===== src/osd_pkg.sv =====
// constants and types of the operand specifier decoder
package osd_pkg;
    // register byte offsets
    localparam int         ADR_W    = 6;
    localparam logic [5:0] OFS_CTRL = 6'h00;
    localparam logic [5:0] OFS_BX   = 6'h04;
    localparam logic [5:0] OFS_BP   = 6'h08;
    localparam logic [5:0] OFS_SI   = 6'h0C;
    localparam logic [5:0] OFS_DI   = 6'h10;
    localparam logic [5:0] OFS_IP   = 6'h14;
    localparam logic [5:0] OFS_STAT = 6'h18;
    localparam logic [5:0] OFS_EOFF = 6'h1C;
    localparam logic [5:0] OFS_TGT  = 6'h20;
    localparam logic [5:0] OFS_IMM  = 6'h24;
    localparam logic [5:0] OFS_FSEL = 6'h28;
    localparam logic [5:0] OFS_SEL  = 6'h2C;
    localparam logic       CTRL_EN_RST = 1'b1;
    // operand specifier byte fields
    localparam int MOD_HI = 7;
    localparam int MOD_LO = 6;
    localparam int REG_HI = 5;
    localparam int REG_LO = 3;
    localparam int RM_HI  = 2;
    localparam int RM_LO  = 0;
    localparam logic [1:0] MOD_NONE  = 2'h0;
    localparam logic [1:0] MOD_SHORT = 2'h1;
    localparam logic [1:0] MOD_LONG  = 2'h2;
    localparam logic [1:0] MOD_REG   = 2'h3;
    localparam logic [2:0] RM_BX_SI  = 3'h0;
    localparam logic [2:0] RM_BX_DI  = 3'h1;
    localparam logic [2:0] RM_BP_SI  = 3'h2;
    localparam logic [2:0] RM_BP_DI  = 3'h3;
    localparam logic [2:0] RM_SI     = 3'h4;
    localparam logic [2:0] RM_DI     = 3'h5;
    localparam logic [2:0] RM_DIRECT = 3'h6;
    localparam logic [2:0] RM_BX     = 3'h7;
    localparam int         SEL_W     = 22;

    typedef enum logic [1:0] {IMM_NONE, IMM_BYTE, IMM_WORD, IMM_FAR}
        osd_imm_t;
    typedef enum logic [1:0] {EREG_NONE, EREG_BYTE, EREG_WORD} osd_ereg_t;

    typedef struct packed {
        logic       spec;
        logic       ext;
        osd_imm_t   imm;
        logic       imm_sgn;
        logic       rel;
        logic       wbit;
        osd_ereg_t  ereg;
        logic [7:0] base_op;
    } osd_attr_t;

    typedef struct packed {
        logic        is_ext;
        logic [2:0]  ext_digit;
        logic [2:0]  reg_idx;
        logic        reg_hi;
        logic        mem;
        logic [2:0]  rm_idx;
        logic        rm_hi;
        logic        seg_ss;
        logic [2:0]  ereg_idx;
        logic        ereg_hi;
        logic [3:0]  len;
        logic [15:0] eoff;
        logic [15:0] imm;
        logic [15:0] tgt;
        logic [15:0] far_sel;
    } osd_res_t;

    typedef enum logic [2:0] {
        ST_OPC = 3'h0,
        ST_MRM = 3'h1,
        ST_DLO = 3'h3,
        ST_DHI = 3'h2,
        ST_ILO = 3'h6,
        ST_IHI = 3'h7,
        ST_FLO = 3'h5,
        ST_FHI = 3'h4
    } osd_state_t;

    typedef struct packed {
        osd_state_t  state;
        logic        en;
        logic        fin;
        logic        done;
        logic        ack;
        logic        ready;
        logic [15:0] bx;
        logic [15:0] bp;
        logic [15:0] si;
        logic [15:0] di;
        logic [15:0] ip;
        osd_attr_t   attr;
        logic [7:0]  opc;
        logic [7:0]  mrm;
        logic [3:0]  len;
        logic [15:0] disp;
        logic [15:0] imm;
        logic [15:0] fsel;
        osd_res_t    res;
        logic [31:0] dat;
    } osd_st_t;

    localparam osd_st_t ST_RST = '{state: ST_OPC, en: CTRL_EN_RST,
                                   default: '0};
endpackage


===== src/osd_decoder.sv =====
// operand specifier decoder with wishbone register access
// Operation
// - bytes are taken in memory order, opcode first, then specifier.
// - extension form takes specifier bits 5..3 as operation digit 0..7.
// - register form gives register from bits 5..3, address from mod and rm.
// - displacement bytes follow the specifier and precede immediate bytes.
// - mod 00 means zero displacement and no displacement bytes.
// - mod 00 with rm 110 uses two-byte direct address, low first.
// - mod 01 reads one byte, sign-extends it, adds to base sum.
// - mod 10 reads two bytes, low then high, adds to base sum.
// - mod 11 makes rm a register code; no address calculation.
// - rm 0..7 pick bx+si, bx+di, bp+si, bp+di, si, di, bp, bx.
// - addresses using bp default to stack segment, others to data.
// - width bit picks word or byte registers; byte codes 4..7 high.
// - embedded byte code is opcode minus base; 0..3 low, 4..7 high.
// - embedded word code 0..7 names ax, cx, dx, bx, sp, bp, si, di.
// - short target adds sign-extended byte to next instruction offset.
// - near target adds two-byte displacement to next instruction offset.
// - far pointer gives offset word first, then segment selector word.
// - immediate words are assembled low byte first, high byte second.
// - opcode alone decides immediate presence, size and signedness.
//
// Implementation choices: the register offsets and the Wishbone register port.
`timescale 1ns/10ps
module osd_decoder (
    input  wire logic                clk_i,
    input  wire logic                rst_i,
    input  wire logic                wb_cyc_i,
    input  wire logic                wb_stb_i,
    input  wire logic                wb_we_i,
    input  wire logic [5:0]          wb_adr_i,
    input  wire logic [3:0]          wb_sel_i,
    input  wire logic [31:0]         wb_dat_i,
    output logic      [31:0]         wb_dat_o,
    output logic                     wb_ack_o,
    input  wire logic [7:0]          in_byte_i,
    input  wire logic                in_valid_i,
    input  wire osd_pkg::osd_attr_t  in_attr_i,
    output logic                     in_ready_o,
    output osd_pkg::osd_res_t        res_o,
    output logic                     done_o
);

    ////////////////////////////////////////////////////////////////////
    osd_pkg::osd_st_t  st_r;
    osd_pkg::osd_st_t  st_nxt;
    osd_pkg::osd_res_t r;
    osd_pkg::osd_imm_t ik;
    osd_pkg::osd_state_t after;
    logic              take;
    logic [1:0]        mod_w;
    logic [2:0]        rm_w;
    logic [15:0]       base_w;
    logic [15:0]       next_ip;
    logic [7:0]        ediff;

    // byte lane merge for 16-bit registers
    function automatic logic [15:0] wr16(input logic [15:0] o,
                                         input logic [31:0] d,
                                         input logic [3:0]  s);
        wr16 = {s[1] ? d[15:8] : o[15:8], s[0] ? d[7:0] : o[7:0]};
    endfunction

    // register code to word index and high-byte flag
    function automatic logic [3:0] map_reg(input logic [2:0] c,
                                           input logic       w);
        map_reg = w ? {c, 1'b0} : {1'b0, c[1:0], c[2]};
    endfunction

    // number of displacement bytes for a specifier
    function automatic logic [1:0] disp_n(input logic [7:0] m);
        unique case (m[osd_pkg::MOD_HI:osd_pkg::MOD_LO])
            osd_pkg::MOD_NONE:
                disp_n = (m[osd_pkg::RM_HI:osd_pkg::RM_LO]
                          == osd_pkg::RM_DIRECT) ? 2'h2 : 2'h0;
            osd_pkg::MOD_SHORT:
                disp_n = 2'h1;
            osd_pkg::MOD_LONG:
                disp_n = 2'h2;
            osd_pkg::MOD_REG:
                disp_n = 2'h0;
        endcase
    endfunction

    // register read mux
    function automatic logic [31:0] rd(input osd_pkg::osd_st_t s,
                                       input logic [5:0]       a);
        case (a)
            osd_pkg::OFS_CTRL: rd = 32'(s.en);
            osd_pkg::OFS_BX:   rd = 32'(s.bx);
            osd_pkg::OFS_BP:   rd = 32'(s.bp);
            osd_pkg::OFS_SI:   rd = 32'(s.si);
            osd_pkg::OFS_DI:   rd = 32'(s.di);
            osd_pkg::OFS_IP:   rd = 32'(s.ip);
            osd_pkg::OFS_STAT: rd = 32'({s.ready, s.fin, s.state});
            osd_pkg::OFS_EOFF: rd = 32'(s.res.eoff);
            osd_pkg::OFS_TGT:  rd = 32'(s.res.tgt);
            osd_pkg::OFS_IMM:  rd = 32'(s.res.imm);
            osd_pkg::OFS_FSEL: rd = 32'(s.res.far_sel);
            osd_pkg::OFS_SEL:
                rd = 32'(s.res[$bits(osd_pkg::osd_res_t)-1 -:
                               osd_pkg::SEL_W]);
            default:           rd = 32'h0000_0000;
        endcase
    endfunction

    ////////////////////////////////////////////////////////////////////
    // field split and address base
    assign take  = in_valid_i && st_r.ready;
    assign mod_w = st_r.mrm[osd_pkg::MOD_HI:osd_pkg::MOD_LO];
    assign rm_w  = st_r.mrm[osd_pkg::RM_HI:osd_pkg::RM_LO];

    always_comb
    begin
        unique case (rm_w)
            osd_pkg::RM_BX_SI: base_w = st_r.bx + st_r.si;
            osd_pkg::RM_BX_DI: base_w = st_r.bx + st_r.di;
            osd_pkg::RM_BP_SI: base_w = st_r.bp + st_r.si;
            osd_pkg::RM_BP_DI: base_w = st_r.bp + st_r.di;
            osd_pkg::RM_SI:    base_w = st_r.si;
            osd_pkg::RM_DI:    base_w = st_r.di;
            osd_pkg::RM_DIRECT:
                base_w = (mod_w == osd_pkg::MOD_NONE) ? 16'h0000 : st_r.bp;
            osd_pkg::RM_BX:    base_w = st_r.bx;
        endcase
    end

    ////////////////////////////////////////////////////////////////////
    // result forming
    always_comb
    begin
        r = '0;
        next_ip = st_r.ip + 16'(st_r.len);
        ediff = st_r.opc - st_r.attr.base_op;
        r.is_ext = st_r.attr.spec && st_r.attr.ext;
        r.ext_digit = st_r.mrm[osd_pkg::REG_HI:osd_pkg::REG_LO];
        {r.reg_idx, r.reg_hi} = map_reg(
            st_r.mrm[osd_pkg::REG_HI:osd_pkg::REG_LO],
            st_r.attr.wbit);
        r.mem = st_r.attr.spec && mod_w != osd_pkg::MOD_REG;
        if (st_r.attr.spec && !r.mem)
            {r.rm_idx, r.rm_hi} = map_reg(rm_w, st_r.attr.wbit);
        r.seg_ss = r.mem && (rm_w == osd_pkg::RM_BP_SI
                   || rm_w == osd_pkg::RM_BP_DI
                   || (rm_w == osd_pkg::RM_DIRECT
                       && mod_w != osd_pkg::MOD_NONE));
        if (r.mem)
            r.eoff = base_w + st_r.disp;
        if (st_r.attr.ereg != osd_pkg::EREG_NONE)
            {r.ereg_idx, r.ereg_hi} = map_reg(ediff[2:0],
                st_r.attr.ereg == osd_pkg::EREG_WORD);
        r.len = st_r.len;
        r.imm = st_r.imm;
        r.far_sel = st_r.fsel;
        if (st_r.attr.imm == osd_pkg::IMM_FAR)
            r.tgt = st_r.imm;
        else if (st_r.attr.rel)
            r.tgt = next_ip + st_r.imm;
        else
            r.tgt = next_ip;
    end

    ////////////////////////////////////////////////////////////////////
    // next state
    always_comb
    begin
        st_nxt = st_r;
        st_nxt.ack = 1'b0;
        st_nxt.done = 1'b0;
        st_nxt.fin = 1'b0;
        ik = (st_r.state == osd_pkg::ST_OPC) ? in_attr_i.imm
                                             : st_r.attr.imm;
        after = (ik == osd_pkg::IMM_NONE) ? osd_pkg::ST_OPC
                                          : osd_pkg::ST_ILO;
        // wishbone slave, one wait state
        if (wb_cyc_i && wb_stb_i && !st_r.ack)
        begin
            st_nxt.ack = 1'b1;
            st_nxt.dat = rd(st_r, wb_adr_i);
            if (wb_we_i)
            begin
                case (wb_adr_i)
                    osd_pkg::OFS_CTRL:
                        if (wb_sel_i[0])
                            st_nxt.en = wb_dat_i[0];
                    osd_pkg::OFS_BX:
                        st_nxt.bx = wr16(st_r.bx, wb_dat_i, wb_sel_i);
                    osd_pkg::OFS_BP:
                        st_nxt.bp = wr16(st_r.bp, wb_dat_i, wb_sel_i);
                    osd_pkg::OFS_SI:
                        st_nxt.si = wr16(st_r.si, wb_dat_i, wb_sel_i);
                    osd_pkg::OFS_DI:
                        st_nxt.di = wr16(st_r.di, wb_dat_i, wb_sel_i);
                    osd_pkg::OFS_IP:
                        st_nxt.ip = wr16(st_r.ip, wb_dat_i, wb_sel_i);
                    default:
                        st_nxt.en = st_r.en;
                endcase
            end
        end
        // byte stream walk
        if (take)
        begin
            st_nxt.len = st_r.len + 4'h1;
            unique case (st_r.state)
                osd_pkg::ST_OPC:
                begin
                    st_nxt.opc = in_byte_i;
                    st_nxt.attr = in_attr_i;
                    st_nxt.len = 4'h1;
                    st_nxt.mrm = 8'h00;
                    st_nxt.disp = 16'h0000;
                    st_nxt.imm = 16'h0000;
                    st_nxt.fsel = 16'h0000;
                    st_nxt.state = in_attr_i.spec ? osd_pkg::ST_MRM
                                                  : after;
                    st_nxt.fin = !in_attr_i.spec
                                 && after == osd_pkg::ST_OPC;
                end
                osd_pkg::ST_MRM:
                begin
                    st_nxt.mrm = in_byte_i;
                    if (disp_n(in_byte_i) != 2'h0)
                        st_nxt.state = osd_pkg::ST_DLO;
                    else
                    begin
                        st_nxt.state = after;
                        st_nxt.fin = after == osd_pkg::ST_OPC;
                    end
                end
                osd_pkg::ST_DLO:
                begin
                    st_nxt.disp = {{8{in_byte_i[7]}}, in_byte_i};
                    if (disp_n(st_r.mrm) == 2'h2)
                        st_nxt.state = osd_pkg::ST_DHI;
                    else
                    begin
                        st_nxt.state = after;
                        st_nxt.fin = after == osd_pkg::ST_OPC;
                    end
                end
                osd_pkg::ST_DHI:
                begin
                    st_nxt.disp[15:8] = in_byte_i;
                    st_nxt.state = after;
                    st_nxt.fin = after == osd_pkg::ST_OPC;
                end
                osd_pkg::ST_ILO:
                begin
                    st_nxt.imm = {{8{in_byte_i[7] && (st_r.attr.imm_sgn
                                   || st_r.attr.rel)}}, in_byte_i};
                    if (st_r.attr.imm == osd_pkg::IMM_BYTE)
                    begin
                        st_nxt.state = osd_pkg::ST_OPC;
                        st_nxt.fin = 1'b1;
                    end
                    else
                        st_nxt.state = osd_pkg::ST_IHI;
                end
                osd_pkg::ST_IHI:
                begin
                    st_nxt.imm[15:8] = in_byte_i;
                    if (st_r.attr.imm == osd_pkg::IMM_FAR)
                        st_nxt.state = osd_pkg::ST_FLO;
                    else
                    begin
                        st_nxt.state = osd_pkg::ST_OPC;
                        st_nxt.fin = 1'b1;
                    end
                end
                osd_pkg::ST_FLO:
                begin
                    st_nxt.fsel = {8'h00, in_byte_i};
                    st_nxt.state = osd_pkg::ST_FHI;
                end
                osd_pkg::ST_FHI:
                begin
                    st_nxt.fsel[15:8] = in_byte_i;
                    st_nxt.state = osd_pkg::ST_OPC;
                    st_nxt.fin = 1'b1;
                end
            endcase
        end
        // publish one cycle after the last byte
        if (st_r.fin)
        begin
            st_nxt.done = 1'b1;
            st_nxt.res = r;
        end
        st_nxt.ready = st_nxt.en && !st_nxt.fin;
    end

    always_ff @(posedge clk_i)
    begin
        if (rst_i)
            st_r <= osd_pkg::ST_RST;
        else
            st_r <= st_nxt;
    end

    assign wb_dat_o   = st_r.dat;
    assign wb_ack_o   = st_r.ack;
    assign in_ready_o = st_r.ready;
    assign res_o      = st_r.res;
    assign done_o     = st_r.done;
endmodule


===== config.mk =====
export PLATFORM = sky130hd
export DESIGN_NAME = osd_decoder
export DESIGN_NICKNAME = d
export VERILOG_FILES = /design/src/osd_pkg.sv /design/src/osd_decoder.sv
export SDC_FILE = /design/constraint.sdc
export NUM_CORES = 1
export LEC_CHECK = 0
export ABC_CLOCK_PERIOD_IN_PS = 5900
export BUFFER_PORTS_ARGS = -buffer_cell sky130_fd_sc_hd__buf_4
export CAP_MARGIN = 20
export CORE_UTILIZATION = 30
export DETAILED_ROUTE_END_ITERATION = 7
export SLEW_MARGIN = 30
export SYNTH_ARGS = -nofsm -noshare
export SYNTH_HDL_FRONTEND = slang
export SYNTH_SLANG_ARGS = --single-unit

===== constraint.sdc =====
create_clock -name clk_i -period 5.9 [get_ports clk_i]
set_input_delay 1.18 -clock clk_i [delete_from_list [all_inputs] [get_ports clk_i]]
set_output_delay 1.18 -clock clk_i [all_outputs]
set_load 0.02 [all_outputs]

# Word level (Yosys, flattened, before mapping)
# Cells that the tools add are included.
# totals
wordCells	196
out_inout_bits	121
input_bits	73
regBits	281
# classes
n_addsub	9
eq_ne	37
muxes	47
reduce_logical	54
# ops
cell	n
$pmux 22 s12	1
$pmux 16 s8	1
$add 16x16->16	6
$pmux 8 s2	5
$mux 16	4
$pmux 8 s3	2
$reduce_and 4->1	10
$eq 3x3->1 const B	9
$eq 6x5->1 const B	4
$eq 6x6->1 const B	4
$mux 4	6
$pmux 3 s8	1
$mux 3	6
$add 16x4->16	1
$pmux 2 s4	2
$reduce_and 2->1	8
$reduce_bool 2->1	8
$eq 2x2->1 const B	7
$mux 2	7
$eq 3x2->1 const B	4
$eq 6x4->1 const B	2
$logic_and 1x1->1	11
$mux 1	11
$logic_not 3->1	3
other kinds (13)	24

# Depth between registers and ports, before layout
# logic_depth
ltp_word	11
ltp_mapped	24
depth_no_buf	23

# Least setup slack after synthesis
# Ideal clock, no wire load.
# synth_timing
path_kind	register to register
startpoint	register st_r, in the netlist rm_w[2]
endpoint	register st_r, in the netlist res_o[63]
path_slack_ns	0.949
arrival_ns	4.888
setup_time_ns	0.062
synth_period_minus_slack_ns	4.951
path_stages_with_launch	22
t_required_ns	5.838
path_buffers	2
cell_sequence	dfxtp_1 > clkbuf_1 > nor2b_1 > nand2_1 > clkbuf_1 > mux2_2 > ha_1 > a21oi_1 > a21boi_1 > o21ai_0 > a21oi_1 > xor2_1 > a221oi_1 > a21oi_1 > ha_1 > or2_2 > a21oi_1 > a211oi_1 > or3_1 > a21o_1 > a2111o_1 > nand3_1
# synth_via
elab_chain_cells	4
elab_cells_between_ends	11
classes_between	add/sub (1); eq/ne (7); mux (2); reduce/logical (1)
# synth_rtl
item	line	rtl
from (decl)	osd_decoder.sv:45	osd_pkg::osd_st_t st_r;
from (signal assigned)	osd_decoder.sv:296	st_r <= osd_pkg::ST_RST;
from (signal assigned)	osd_decoder.sv:298	st_r <= st_nxt;
$eq 3x3->1, or another cell as far along	osd_decoder.sv:115	unique case (rm_w)
$pmux 16 s8 *	osd_decoder.sv:115	
$add 16x16->16 *	osd_decoder.sv:148	r.eoff = base_w + st_r.disp;
$mux 16 *	osd_decoder.sv:147	if (r.mem)
# Every way passes the cells marked *; elsewhere a longest branch is shown, timed or not.
# A chain may end at the register's enable or synchronous reset.

# Worst setup path in the final report
# layout_timing
startpoint	register st_r, in the netlist rm_w[1]
endpoint	register st_r, in the netlist res_o[63]
# Same word-level chain as after synthesis.

==> results.toml <==
[die]
num_rows = 84
die_w_um = 235
die_h_um = 235
core-area_sq_mm = 0.0531
die-area_sq_mm = 0.0551
io-pin-count = 194
start_util = 0.306

[clock_tree]
cts.clk_slew.worst_paths_ns = 0.07
hold_buffers = 0
clockBufferDepth = 3
cts_buffers = 29
root_buffer = "clkbuf_16"
cts.sinks = 268
cts_resized = 0
cts.htree.levels = 1
insertion_delay_ns = 0.59
postCtsSetupBuffers = 0
cts_tree = "built"

[sta]
slew_violations = 0
hold_viol = 0
finalSetupViolCount = 0
slew_headroom = 0.340
max_freq_mhz = 188
period_share = 0.904
worst_pin_slew_ns = 0.988
rsz0062_at_grt = "no"
final.setup_skew_ns = 0.0211
fin_crit_ns = 5.33
fin_tns_setup_ns = 0

[power_and_ir_drop]
irDropWorstVdd_mv = 0.205
leakage_uw = 0.00687
p_per_area_mw_per_mm2 = 218

[setup_path]
cp_cell_sequence = "nor2b_1 > nand2_1 > buf_4 > mux2_2 > inv_1 > fa_1 > nand3b_1 > a21boi_1 > o21ai_0 > a21oi_1 > xor2_1 > a221oi_1 > a21oi_1 > ha_1 > or2_2 > a21oi_1 > a211oi_1 > or3_1 > a21o_1 > a2111o_1 > nand3_1"
cp-start-kind = "register"
arrival_ns = 5.85
critPathMaxStageDelay_ns = 0.47
critical_path_class = "register to register"
required_ns = 6.42
crit_fanout = 15
cp_common_cell = "a21oi_1"
cp-end-kind = "register"
critPathSlowestCell = "dfxtp_1"
r2r_cells = 21

[route]
drc_errors = 0
wire_per_inst_um = 21.8
vias_per_cell = 5.64
drt_iter0_drc = 1847
wl_um = 59800
ant_nets = 0
drt_pass1_iterations = 6
vias = 15400

[job]
cap_violations = 0

[synthesis]
synth_top_area_frac = 0.330
ys_ff_latch = 268
synthArstFlopShare = 0
yosysMostFrequentCell = "dfxtp_1"
synth_cell_types = 90
netlist_instances = 2045
synth_edf_count = 0
synth_area_sq_mm = 0.0163
synthFlopType = "dfxtp_1"
synth_warnings = 0
synth_seq_area_share = 0.330
synth.largest_area_cell = "dfxtp_1"
syn_avg_cell_area_sq_um = 7.95
netlist_top_cells_count = "dfxtp_1, nand2_1, a21oi_1, nor2_1, nand3_1"
ys_top_cells_by_area = "dfxtp_1, a21oi_1, buf_4, nand2_1, ha_1"

[grt]
antenna_found_initial = 1
grt_start_max_net_pins = 104
grt_pass1_wl_um = 89800
grt-ovfl-total = 0
grt_pass1_vias = 14200
track_usage = 0.208

[final_layout]
syn_to_final_growth_pct = 11.6
nets = 2179
fillers = 5461
insertedDiodeCount = 0
final_cell_area_sq_mm = 0.0181
final_layout_size_suffix_gt1_frac = 0.141

[placement]
gp_congestion = 0.938
dp_hpwl_um = 45000
portBuffers = 160
dpl_cell_area_sq_mm = 0.0172

[hold_path]
hold_path_depth = 2
min_path_type = "register to register"

[run_status]
status = "complete, no violations"
[critical path, delay by kind of cell (launching register included)]
| family | cells | cell delay (ns) |
|---|---|---|
| muxes | 1 | 0.26 |
| buffers and inverters | 2 | 0.27 |
| adders and majority gates | 2 | 0.79 |
| xor gates and xnor gates | 1 | 0.12 |
| AOI/OAI and AO/OA | 9 | 2.07 |
| DFF | 1 | 0.47 |
| and+or+nand+nor | 6 | 1.28 |
[per-stage QoR]
step	util	setup WS [ns]	total power, uW	hold WS [ns]	std cells
finish	0.342	0.568	3950	0.451	2739
global route	0.342	0.166	4070	0.471	2739
CTS	0.341	0.608	3960	0.454	2739
detailed placement	0.324	0.646	2170	0.445	2688
global placement	0.324	0.718	2160	0.438	2688
floorplan	-	0.949	2060	0.432	2054
[state kept, by name, summed over array words and instances (netlist names)]
| signal | cells |
|---|---|
| st_r | 116 |
| res_o | 84 |
| r | 39 |
| wb_dat_o | 21 |
| rm_w | 3 |
| mod_w | 2 |
| done_o | 1 |
| in_ready_o | 1 |
| wb_ack_o | 1 |
[layer usage]
| metal | routed length [um] | GRT usage | vias to the layer above |
|---|---|---|---|
| met1 | 26400 | 0.290 | 7404 |
| met5 | 0 | 0 | - |
| met4 | 2430 | 0.0825 | 0 |
| met3 | 4750 | 0.0237 | 106 |
| li1 | - | - | 7209 |
| met2 | 26300 | 0.326 | 729 |
[cell families (layout without fill, tap and decap cells)]
| group | count (synthesis) | count (layout) | synth area share |
|---|---|---|---|
| compound gates | 556 | 556 | 0.226 |
| xor+xnor | 58 | 58 | 0.0312 |
| fa+ha+maj | 75 | 75 | 0.0605 |
| buf+inv | 274 | 271 | 0.0916 |
| flops | 268 | 268 | 0.330 |
| mux | 96 | 96 | 0.0617 |
| other cells | 1 | 10 | 0.000231 |
| simple gates | 717 | 717 | 0.199 |
[power breakdown]
part / leakage, uW / total, uW / internal (uW) / switching, uW
clock: 0.000452 / 1810 / 1030 / 786
sequential: 0.00216 / 1860 / 1830 / 31.1
combinational: 0.00426 / 275 / 82.4 / 192
[cell type report]
| class | instances | area, sq um | share of cell area |
|---|---|---|---|
| clock buffers | 45 | 846 | 0.0466 |
| clock inverters | 6 | 77.6 | 0.00428 |
| inverters | 37 | 139 | 0.00766 |
| multi-input cells | 1512 | 9460 | 0.522 |
| flip-flops and latches | 268 | 5370 | 0.296 |
| well taps | 688 | 861 | 0.0475 |
| repair buffers | 183 | 1390 | 0.0765 |
[final timing paths]
kind                            startpoint        end  slack, ns
worst max-delay path               rm_w[1]  res_o[63]       0.57
worst min-delay path                  r[9]       r[9]       0.45
worst max register to register     rm_w[1]  res_o[63]       0.57
worst min register to register        r[9]       r[9]       0.45
[placed cells by master (no fill, tap or decap), types with 11 or more instances in the layout]
cell,netlist,layout
a21o_1,17,17
or3_1,13,13
nand3_1,126,126
nor3_1,38,35
inv_1,35,35
a211oi_1,13,13
a21oi_1,216,216
xor2_1,17,17
nand4_1,19,19
a22o_1,22,22
nand2b_1,14,14
o21ai_0,46,46
clkbuf_16,0,29
nand2_1,235,235
a22oi_1,101,101
mux2_2,34,34
o22ai_1,11,11
xnor2_1,41,41
dfxtp_1,268,267
and3_1,15,15
ha_1,69,69
mux2i_1,62,62
nor2_1,210,206
a221oi_1,22,22
buf_4,118,180
Note: power is estimated with default switching activity, not from simulation.
